--- src/rtl/phy_mgmt_consts.svh ---
// offsets, field positions and reset values of the phy management bank
`ifndef PHY_MGMT_CONSTS_SVH
`define PHY_MGMT_CONSTS_SVH
// ==========================================================================
// What this block does
// - control bit 9 restarts autoneg, self clears
// - bit 8 picks duplex when autoneg off
// - single duplex ability pins bit 8 value
// - loopback makes duplex bit irrelevant
// - bit 7 forces collision with transmit enable
// - status bits 14:11 read ABLE, all one by default
// - status bit 6 reads zero
// - status bit 5 shows autoneg complete
// - status bit 4 reads zero
// - status bits 3 and 0 read one
// - status bit 2 latches link loss low
// - status bit 1 latches jabber high
// - registers 2 and 3 return fixed identifier
// - advertisement bit 15 constant zero
// - advertisement bit 13 writable remote fault
// - advertisement bits 12:5 writable, reset 00101111
// - advertisement selector fixed at 00001b
// - autoneg enabled, loopback off, ignores forced speed, duplex
// - latched bits hold until read clears
// - registers reached over management interface

// ==========================================================================
// register map
`define ADDR_W 5
`define DATA_W 16
`define REG_CTRL 5'h00
`define REG_STAT 5'h01
`define REG_ID_HI 5'h02
`define REG_ID_LO 5'h03
`define REG_ADV 5'h04

// ==========================================================================
// control fields
`define CTL_RESET 15
`define CTL_LOOP 14
`define CTL_SPEED 13
`define CTL_AN_EN 12
`define CTL_PDOWN 11
`define CTL_AN_RESTART 9
`define CTL_DUPLEX 8
`define CTL_COL_TEST 7
`define CTL_RST_VAL 16'h3000
`define CTL_WR_MASK 16'h7dff

// ==========================================================================
// status fields
`define STAT_ABLE_HI 14
`define STAT_ABLE_LO 11
`define STAT_PRE_SUP 6
`define STAT_AN_DONE 5
`define STAT_RFAULT 4
`define STAT_AN_ABLE 3
`define STAT_LINK 2
`define STAT_JABBER 1
`define STAT_EXT_CAP 0

// ==========================================================================
// advertisement fields
`define ADV_NEXT_PAGE 15
`define ADV_RFAULT 13
`define ADV_TECH_HI 12
`define ADV_TECH_LO 5
`define ADV_SEL_HI 4
`define ADV_TECH_RST 8'h2f
`define ADV_SEL_VAL 5'h01

`endif

--- src/rtl/phy_mgmt_pkg.sv ---
// types shared by the phy management bank
`include "phy_mgmt_consts.svh"
package phy_mgmt_pkg;

  typedef struct packed {
    logic wr;
    logic rd;
    logic [`ADDR_W-1:0] addr;
    logic [`DATA_W-1:0] wdata;
  } mgmt_req_t;

  typedef struct packed {
    logic an_done;
    logic link_ok;
    logic jabber;
    logic an_speed_100;
    logic an_full_duplex;
  } line_stat_t;

  typedef struct packed {
    logic an_restart;
    logic an_enable;
    logic loopback;
    logic speed_100;
    logic full_duplex;
    logic power_down;
  } phy_mode_t;

  typedef struct packed {
    logic [`DATA_W-1:0] ctrl;
    logic adv_rf;
    logic [7:0] adv_tech;
    logic [`DATA_W-1:0] rdata;
    logic ack;
    logic col;
    phy_mode_t mode;
  } bank_state_t;

  typedef struct packed {
    logic lat;
  } latch_state_t;

endpackage : phy_mgmt_pkg

--- src/rtl/latch_flag.sv ---
// one latching status flag, cleared by a read of its register
`timescale 1ns/100ps
module latch_flag
  import phy_mgmt_pkg::*;
#(
  parameter logic EV_VAL = 1'b1
)
(
  // clock and reset
  input wire logic mclk_i,
  input wire logic sys_rst_i,
  // event and read clear
  input wire logic ev_i,
  input wire logic clr_i,
  // latched value
  output logic flag_o
);

  latch_state_t st_r;
  latch_state_t st_nxt;

  // ==========================================================================
  // latch
  // event beats a read in the same cycle so nothing is lost
  always_comb
  begin
    st_nxt = st_r;
    if (ev_i)
    begin
      st_nxt.lat = EV_VAL;
    end
    else if (clr_i)
    begin
      st_nxt.lat = ~EV_VAL;
    end
  end

  always_ff @(posedge mclk_i)
  begin
    if (sys_rst_i)
    begin
      st_r <= '0;
    end
    else
    begin
      st_r <= st_nxt;
    end
  end

  assign flag_o = st_r.lat;

endmodule : latch_flag

--- src/rtl/phy_mgmt_ctrl_status_regs.sv ---
// management control, status, identifier and advertisement registers
`timescale 1ns/100ps
`include "phy_mgmt_consts.svh"
module phy_mgmt_ctrl_status_regs
  import phy_mgmt_pkg::*;
#(
  // identifier values are arbitrary
  parameter logic [`DATA_W-1:0] ID_HI = 16'h1234,
  parameter logic [`DATA_W-1:0] ID_LO = 16'h5678,
  // abilities: 100 fd, 100 hd, 10 fd, 10 hd
  parameter logic [3:0] ABLE = 4'hf
)
(
  // clock and reset
  input wire logic mclk_i,
  input wire logic sys_rst_i,
  // management access
  input wire mgmt_req_t mgmt_req_i,
  output logic [`DATA_W-1:0] mgmt_rdata_o,
  output logic mgmt_ack_o,
  // line side status
  input wire line_stat_t line_i,
  input wire logic tx_en_i,
  input wire logic line_col_i,
  // mode and line outputs
  output phy_mode_t mode_o,
  output logic col_o,
  output logic [`DATA_W-1:0] adv_word_o
);

  bank_state_t st_r;
  bank_state_t st_nxt;
  logic link_lat;
  logic jab_lat;
  logic stat_rd;
  logic [1:0] flag_ev;
  logic [1:0] flag_q;
  logic [`DATA_W-1:0] stat_word;
  logic [`DATA_W-1:0] adv_word;
  logic [`DATA_W-1:0] rd_word;
  logic fd_only;
  logic hd_only;

  // ==========================================================================
  // latching status flags
  assign stat_rd = mgmt_req_i.rd && (mgmt_req_i.addr == `REG_STAT);
  assign flag_ev = {~line_i.link_ok, line_i.jabber};

  genvar gi;
  generate
    for (gi = 0; gi < 2; gi++)
    begin : g_flag
      // index 1 latches low on link loss, index 0 latches high on jabber
      latch_flag #(
        .EV_VAL((gi == 1) ? 1'b0 : 1'b1)
      ) u_flag (
        .mclk_i(mclk_i),
        .sys_rst_i(sys_rst_i),
        .ev_i(flag_ev[gi]),
        .clr_i(stat_rd),
        .flag_o(flag_q[gi])
      );
    end
  endgenerate

  assign link_lat = flag_q[1];
  assign jab_lat = flag_q[0];

  // ==========================================================================
  // read words
  assign fd_only = (ABLE[3] | ABLE[1]) & ~(ABLE[2] | ABLE[0]);
  assign hd_only = (ABLE[2] | ABLE[0]) & ~(ABLE[3] | ABLE[1]);

  always_comb
  begin
    stat_word = '0;
    stat_word[`STAT_ABLE_HI:`STAT_ABLE_LO] = ABLE;
    stat_word[`STAT_PRE_SUP] = 1'b0;
    stat_word[`STAT_AN_DONE] = line_i.an_done;
    stat_word[`STAT_RFAULT] = 1'b0;
    stat_word[`STAT_AN_ABLE] = 1'b1;
    stat_word[`STAT_LINK] = link_lat;
    stat_word[`STAT_JABBER] = jab_lat;
    stat_word[`STAT_EXT_CAP] = 1'b1;
  end

  always_comb
  begin
    adv_word = '0;
    adv_word[`ADV_NEXT_PAGE] = 1'b0;
    adv_word[`ADV_RFAULT] = st_r.adv_rf;
    adv_word[`ADV_TECH_HI:`ADV_TECH_LO] = st_r.adv_tech;
    adv_word[`ADV_SEL_HI:0] = `ADV_SEL_VAL;
  end

  always_comb
  begin
    case (mgmt_req_i.addr)
      `REG_CTRL: rd_word = st_r.ctrl;
      `REG_STAT: rd_word = stat_word;
      `REG_ID_HI: rd_word = ID_HI;
      `REG_ID_LO: rd_word = ID_LO;
      `REG_ADV: rd_word = adv_word;
      default: rd_word = '0;
    endcase
  end

  // ==========================================================================
  // register updates and mode decode
  always_comb
  begin
    st_nxt = st_r;
    st_nxt.ack = mgmt_req_i.rd | mgmt_req_i.wr;
    st_nxt.mode.an_restart = 1'b0;
    if (mgmt_req_i.rd)
    begin
      st_nxt.rdata = rd_word;
    end
    if (mgmt_req_i.wr)
    begin
      case (mgmt_req_i.addr)
        `REG_CTRL:
        begin
          if (mgmt_req_i.wdata[`CTL_RESET])
          begin
            // soft reset completes in one cycle, so the bit never reads one
            st_nxt.ctrl = `CTL_RST_VAL;
            st_nxt.adv_rf = 1'b0;
            st_nxt.adv_tech = `ADV_TECH_RST;
          end
          else
          begin
            // restart is a pulse, never stored: reads back zero
            st_nxt.ctrl = mgmt_req_i.wdata & `CTL_WR_MASK;
            st_nxt.mode.an_restart = mgmt_req_i.wdata[`CTL_AN_RESTART];
          end
        end
        `REG_ADV:
        begin
          st_nxt.adv_rf = mgmt_req_i.wdata[`ADV_RFAULT];
          st_nxt.adv_tech = mgmt_req_i.wdata[`ADV_TECH_HI:`ADV_TECH_LO];
        end
        default:
        begin
          st_nxt.ctrl = st_r.ctrl;
        end
      endcase
    end
    if (fd_only)
    begin
      st_nxt.ctrl[`CTL_DUPLEX] = 1'b1;
    end
    else if (hd_only)
    begin
      st_nxt.ctrl[`CTL_DUPLEX] = 1'b0;
    end
    st_nxt.mode.an_enable = st_r.ctrl[`CTL_AN_EN];
    st_nxt.mode.loopback = st_r.ctrl[`CTL_LOOP];
    st_nxt.mode.power_down = st_r.ctrl[`CTL_PDOWN];
    if (st_r.ctrl[`CTL_LOOP])
    begin
      // loopback runs full duplex whatever the duplex bit holds
      st_nxt.mode.full_duplex = 1'b1;
      st_nxt.mode.speed_100 = st_r.ctrl[`CTL_SPEED];
    end
    else if (st_r.ctrl[`CTL_AN_EN])
    begin
      st_nxt.mode.full_duplex = line_i.an_full_duplex;
      st_nxt.mode.speed_100 = line_i.an_speed_100;
    end
    else
    begin
      st_nxt.mode.full_duplex = st_r.ctrl[`CTL_DUPLEX];
      st_nxt.mode.speed_100 = st_r.ctrl[`CTL_SPEED];
    end
    st_nxt.col = line_col_i | (st_r.ctrl[`CTL_COL_TEST] & tx_en_i);
  end

  always_ff @(posedge mclk_i)
  begin
    if (sys_rst_i)
    begin
      st_r <= '0;
      st_r.ctrl <= `CTL_RST_VAL;
      st_r.adv_tech <= `ADV_TECH_RST;
    end
    else
    begin
      st_r <= st_nxt;
    end
  end

  assign mgmt_rdata_o = st_r.rdata;
  assign mgmt_ack_o = st_r.ack;
  assign mode_o = st_r.mode;
  assign col_o = st_r.col;
  assign adv_word_o = adv_word;

  logic wr_ctrl;
  logic rd_stat;
  logic rd_adv;
  assign wr_ctrl = mgmt_req_i.wr && (mgmt_req_i.addr == `REG_CTRL);
  assign rd_stat = stat_rd;
  assign rd_adv = mgmt_req_i.rd && (mgmt_req_i.addr == `REG_ADV);
endmodule : phy_mgmt_ctrl_status_regs

--- config.mk ---
export PLATFORM = sky130hd
export DESIGN_NAME = phy_mgmt_ctrl_status_regs
export DESIGN_NICKNAME = d
export VERILOG_FILES = /design/src/rtl/phy_mgmt_pkg.sv /design/src/rtl/latch_flag.sv /design/src/rtl/phy_mgmt_ctrl_status_regs.sv
export VERILOG_INCLUDE_DIRS = /design/src /design/src/rtl
export SDC_FILE = /design/constraint.sdc
export NUM_CORES = 1
export LEC_CHECK = 0
export BUFFER_PORTS_ARGS = -buffer_cell sky130_fd_sc_hd__buf_4
export CAP_MARGIN = 30
export CELL_PAD_IN_SITES_DETAIL_PLACEMENT = 0
export CELL_PAD_IN_SITES_GLOBAL_PLACEMENT = 1
export CORE_UTILIZATION = 38
export DETAILED_ROUTE_END_ITERATION = 7
export MAX_ROUTING_LAYER = met4
export PLACE_DENSITY = 0.78
export SKIP_LAST_GASP = 1
export SYNTH_ARGS = -nofsm -noshare
export SYNTH_HDL_FRONTEND = slang
export SYNTH_HIERARCHICAL = 1
export SYNTH_SLANG_ARGS = --single-unit
--- constraint.sdc ---
create_clock -name mclk_i -period 1.15 [get_ports mclk_i]
set_input_delay 0.0575 -clock mclk_i [delete_from_list [all_inputs] [get_ports mclk_i]]
set_output_delay 0.0575 -clock mclk_i [all_outputs]
set_load 0.01 [all_outputs]
# Word-level counts from Yosys, hierarchy flattened

Cells that the tools add are included.

Bits in registers: 51
Bits of input ports: 32
Output and inout bits: 40
Logic and storage cells: 41

Eq/ne operators: 5
Muxes and demuxes: 8
Bitwise operators: 6
Reductions and logical operators: 8

Operator list:

| kind                 | number |
|---|---|
| $pmux W16 S5         | 1 |
| $pmux W9 S2          | 1 |
| $mux W15             | 1 |
| $eq A5 B2 Y1 const B | 2 |
| $mux W9              | 1 |
| $eq A5 B1 Y1 const B | 1 |
| $eq A5 B3 Y1 const B | 1 |
| $logic_not A5 Y1     | 1 |
| $mux W2              | 2 |
| $reduce_bool A2 Y1   | 2 |
| $reduce_or A4 Y1     | 1 |
| $not A1 Y1           | 3 |
| $reduce_and A3 Y1    | 1 |
| $mux W1              | 2 |
| $ne A2 B2 Y1 const B | 1 |
| $or A1 B1 Y1         | 2 |
| $reduce_and A2 Y1    | 1 |
| $reduce_or A2 Y1     | 1 |
| $and A1 B1 Y1        | 1 |
| $logic_and A1 B1 Y1  | 1 |

# Depth between registers and ports, before layout

Depth in word-level cells: 4
Gate-level depth with buffers: 6
Gate-level depth less buffers: 4

# Hierarchy

The synthesis kept the hierarchy.

By module, submodules not included:

| module                         | times used | cells each | area each (µm²) | seq. area each (µm²) |
|---|---|---|---|---|
| phy_mgmt_ctrl_status_regs      | 1          | 290        | 2541.2          | 920.9 |
| latch_flag at g_flag[0].u_flag | 1          | 4          | 38.8            | 20.0 |
| latch_flag at g_flag[1].u_flag | 1          | 3          | 33.8            | 20.0 |

# Worst setup path before layout

No wires, ideal clock.

Path kind: input -> register
Start: input mgmt_req_i[17] in the netlist's numbering
End: register st_r (netlist bit st_nxt[4])
Library setup time: 0.121 ns
Arrival time: 0.922 ns
Data required time: 1.029 ns
Setup slack: 0.107 ns
Stages on the path: 5
Path buffers: 2
Path through: or3b_1 buf_6 buf_6 nor4_1 o21bai_1

Longest elaborated chain between the ends: 2

RTL lines:

| what                        | line                             | RTL |
|---|---|---|
| start: declaration          | phy_mgmt_ctrl_status_regs.sv:18  | `input wire mgmt_req_t mgmt_req_i,` |
| $logic_not A5 Y1            | phy_mgmt_ctrl_status_regs.sv:121 | `case (mgmt_req_i.addr)` |
| $reduce_and A2 Y1 (no line) | --                               |  |
| end signal: assignment      | phy_mgmt_ctrl_status_regs.sv:189 | `st_r <= st_nxt;` |
| end: declaration            | phy_mgmt_ctrl_status_regs.sv:31  | `bank_state_t st_r;` |

No other way between the ends.
A chain may end at the register's enable or synchronous reset.

# Final worst setup path

Start: register st_r (netlist bit st_nxt[4])
End: register st_r (netlist bit mgmt_rdata_o[12])

Longest elaborated chain between the ends: 1

RTL lines:

| what         | line                            | RTL |
|---|---|---|
| $pmux W16 S5 | phy_mgmt_ctrl_status_regs.sv:98 | `case (mgmt_req_i.addr)` |

No other way between the ends.

==> flow_summary.toml <==
[placed_design]
port_buffers = 63
routabilityCongestion = 0.835
numPlacedInstances = 407
hpwl_microns = 4760

[pwr]
ir_drop_mv = 0.420
p_leak_nw = 1.23
p_per_area_nw_per_um2 = 1010

[floorplanning]
coreArea_sq_um = 6490
dieArea_sq_um = 7210
die_y_microns = 84.9
ios = 72
fp-row-count = 29
fp.dieW_microns = 84.9
start_util = 0.402

[logic_synthesis]
yosysUniqueCellTypes = 47
yosys_warnings = 6
synth_area_per_cell_sq_um = 8.80
synth_area_sq_um = 2610
ys_seq_area_frac = 0.368
ys_ff_latch = 48
synth_edf_count = 0
netlist_instances = 297
synthFlopType = "dfxtp_1"
async_reset_ff_frac = 0

[global_route]
grt_pass1_wl_microns = 10800
grt_pass1_vias = 2092
grt_usage = 0.196
antenna_found_initial = 0
grt-ovfl-total = 0
grt_max_degree = 40

[setup_path]
arrival_ns = 1.29
end_kind = "register"
path_max_fanout = 4
required_ns = 1.34
criticalPathCategory = "register to register"
start_kind = "register"
reg2reg_slack_ns = 0.06

[clock_network]
cts_tree = "done"
path_clk_slew_ns = 0.08
cts_inserted_buffers = 5
clk_path_buf_depth = 2
post_cts_buffers = 0
clock_latency_ns = 0.30
clock-root-buffer = "clkbuf_8"
htreeDepth = 2
clock-sinks = 48

[timing]
hold_viol_final = 0
rsz0062_at_grt = "no"
finalCriticalPeriod_ns = 1.09
fin_crit_sh = 0.951
slew_viol_final = 0
whs_ns = 0.0168
setup_viol = 0
clock-skew-final_ns = 0.00331
max_freq_mhz = 914

[final_layout]
final_net_count = 374
fill_cells = 640
areaGrowthSynthToFinish_pct = 21.3
multiInputGateArea_sq_um = 1220
drive_gt1_frac = 0.315
mostFrequentLayoutCells = "buf_4 (85), dfxtp_1 (47), a21oi_1 (27), o21ai_1 (19), nor2b_1 (14)"
diodes = 0
seq_area_sq_um = 962
final_common_cell = "buf_4"
layoutNonFillerInstCount = 420

[routing]
routed_wl_microns = 6550
remaining_drc_errors = 4
dr.pass1.iters = 8
vias = 2229
final_antenna_net_count = 0
via_per_inst = 5.31
drt_iter0_markers = 184
wl_per_cell_microns = 15.6

[hold_path]
hold_class = "input port to register"

[outcome]
violations = "DRC"
status = "finished, violations left"

[run]
maxCapViolCount = 0
-- power by group --
group | leakage [nW] | internal [mW] | switching [mW] | total (mW)
Combinational | 0.793 | 0.234 | 0.255 | 0.489
Sequential | 0.388 | 1.68 | 0.00834 | 1.69
Clock | 0.0455 | 0.491 | 0.545 | 1.04
Total | 1.23 | 2.41 | 0.809 | 3.21
-- flip-flops by register name, indices dropped and copies added, names as in the netlist --
register	cells
st_nxt	3
st_r	11
mgmt_rdata_o	15
g_flag.u_flag/flag_o	2
col_o	1
mgmt_ack_o	1
mode_o	6
adv_word_o	9
-- cells in the mapped netlist, types with 7 or more instances --
cell / n / area (sq um)
a21oi_1: 27 / 135
buf_2: 7 / 35.0
buf_4: 40 / 300
clkbuf_1: 10 / 37.5
dfxtp_1: 48 / 961
nand2b_1: 7 / 43.8
nand4_1: 10 / 62.6
nand4b_1: 13 / 114
nor2_1: 10 / 37.5
nor2b_1: 14 / 87.6
o21ai_1: 19 / 95.1
-- worst max-delay path, stage by stage, from the launching register on --
cell and delay, ns:
dfxtp_2 0.34, or3_1 0.38, a32oi_1 0.19, o21ai_1 0.08
-- repair_timing --
item,in CTS,in global routing
resized for setup,0,1
hold endpoints to repair,4,0
hold buffers,5,0
endpoints found under the setup margin,0,1
-- metal layers --
layer | track usage | up-vias | share of wire
met3 | 0.0360 | 7 | 0.058
met5 | - | - | 0
li1 | - | 1111 | -
met2 | 0.286 | 78 | 0.45
met4 | 0.0555 | 0 | 0.012
met1 | 0.277 | 1033 | 0.48
-- layout make-up --
type	instances	area share
tap	77	0.0304
clock buffer	8	0.0284
multi-input combinational	187	0.383
sequential	48	0.303
inverter	5	0.00592
timing repair buffer	95	0.249
-- worst paths after layout --
| path | cells after the start | from | end |
|---|---|---|---|
| max | 3 | st_nxt[4] | mgmt_rdata_o[12] |
| max reg2reg | 3 | st_nxt[4] | mgmt_rdata_o[12] |
| min reg2reg | 2 | mgmt_rdata_o[11] | mgmt_rdata_o[11] |
| min | 2 | mgmt_req_i[9] | mode_o[5] |
-- metrics by stage --
stage,utilization,TNS (ns),power [mW],cell area (sq um),worst slack [ns]
after floorplan,-,0,2.00,2640,0.107
after global placement,0.467,-0.261,2.20,3030,-0.0591
after detailed placement,0.467,-0.542,2.20,3030,-0.0839
after CTS,0.488,0,3.25,3170,0.0657
after global routing,0.488,0,3.38,3170,0.00654
final,0.488,0,3.21,3170,0.0565
-- cell families after synthesis --
group / Yosys count / share of synthesized area
flip-flops: 48 / 0.368
multiplexers: 5 / 0.0211
other: 2 / 0.00287
AO/OA/AOI/OAI: 80 / 0.191
AND/OR/NAND/NOR: 94 / 0.241
buffers and inverters: 68 / 0.176
Power figures use the tool's default switching activity.
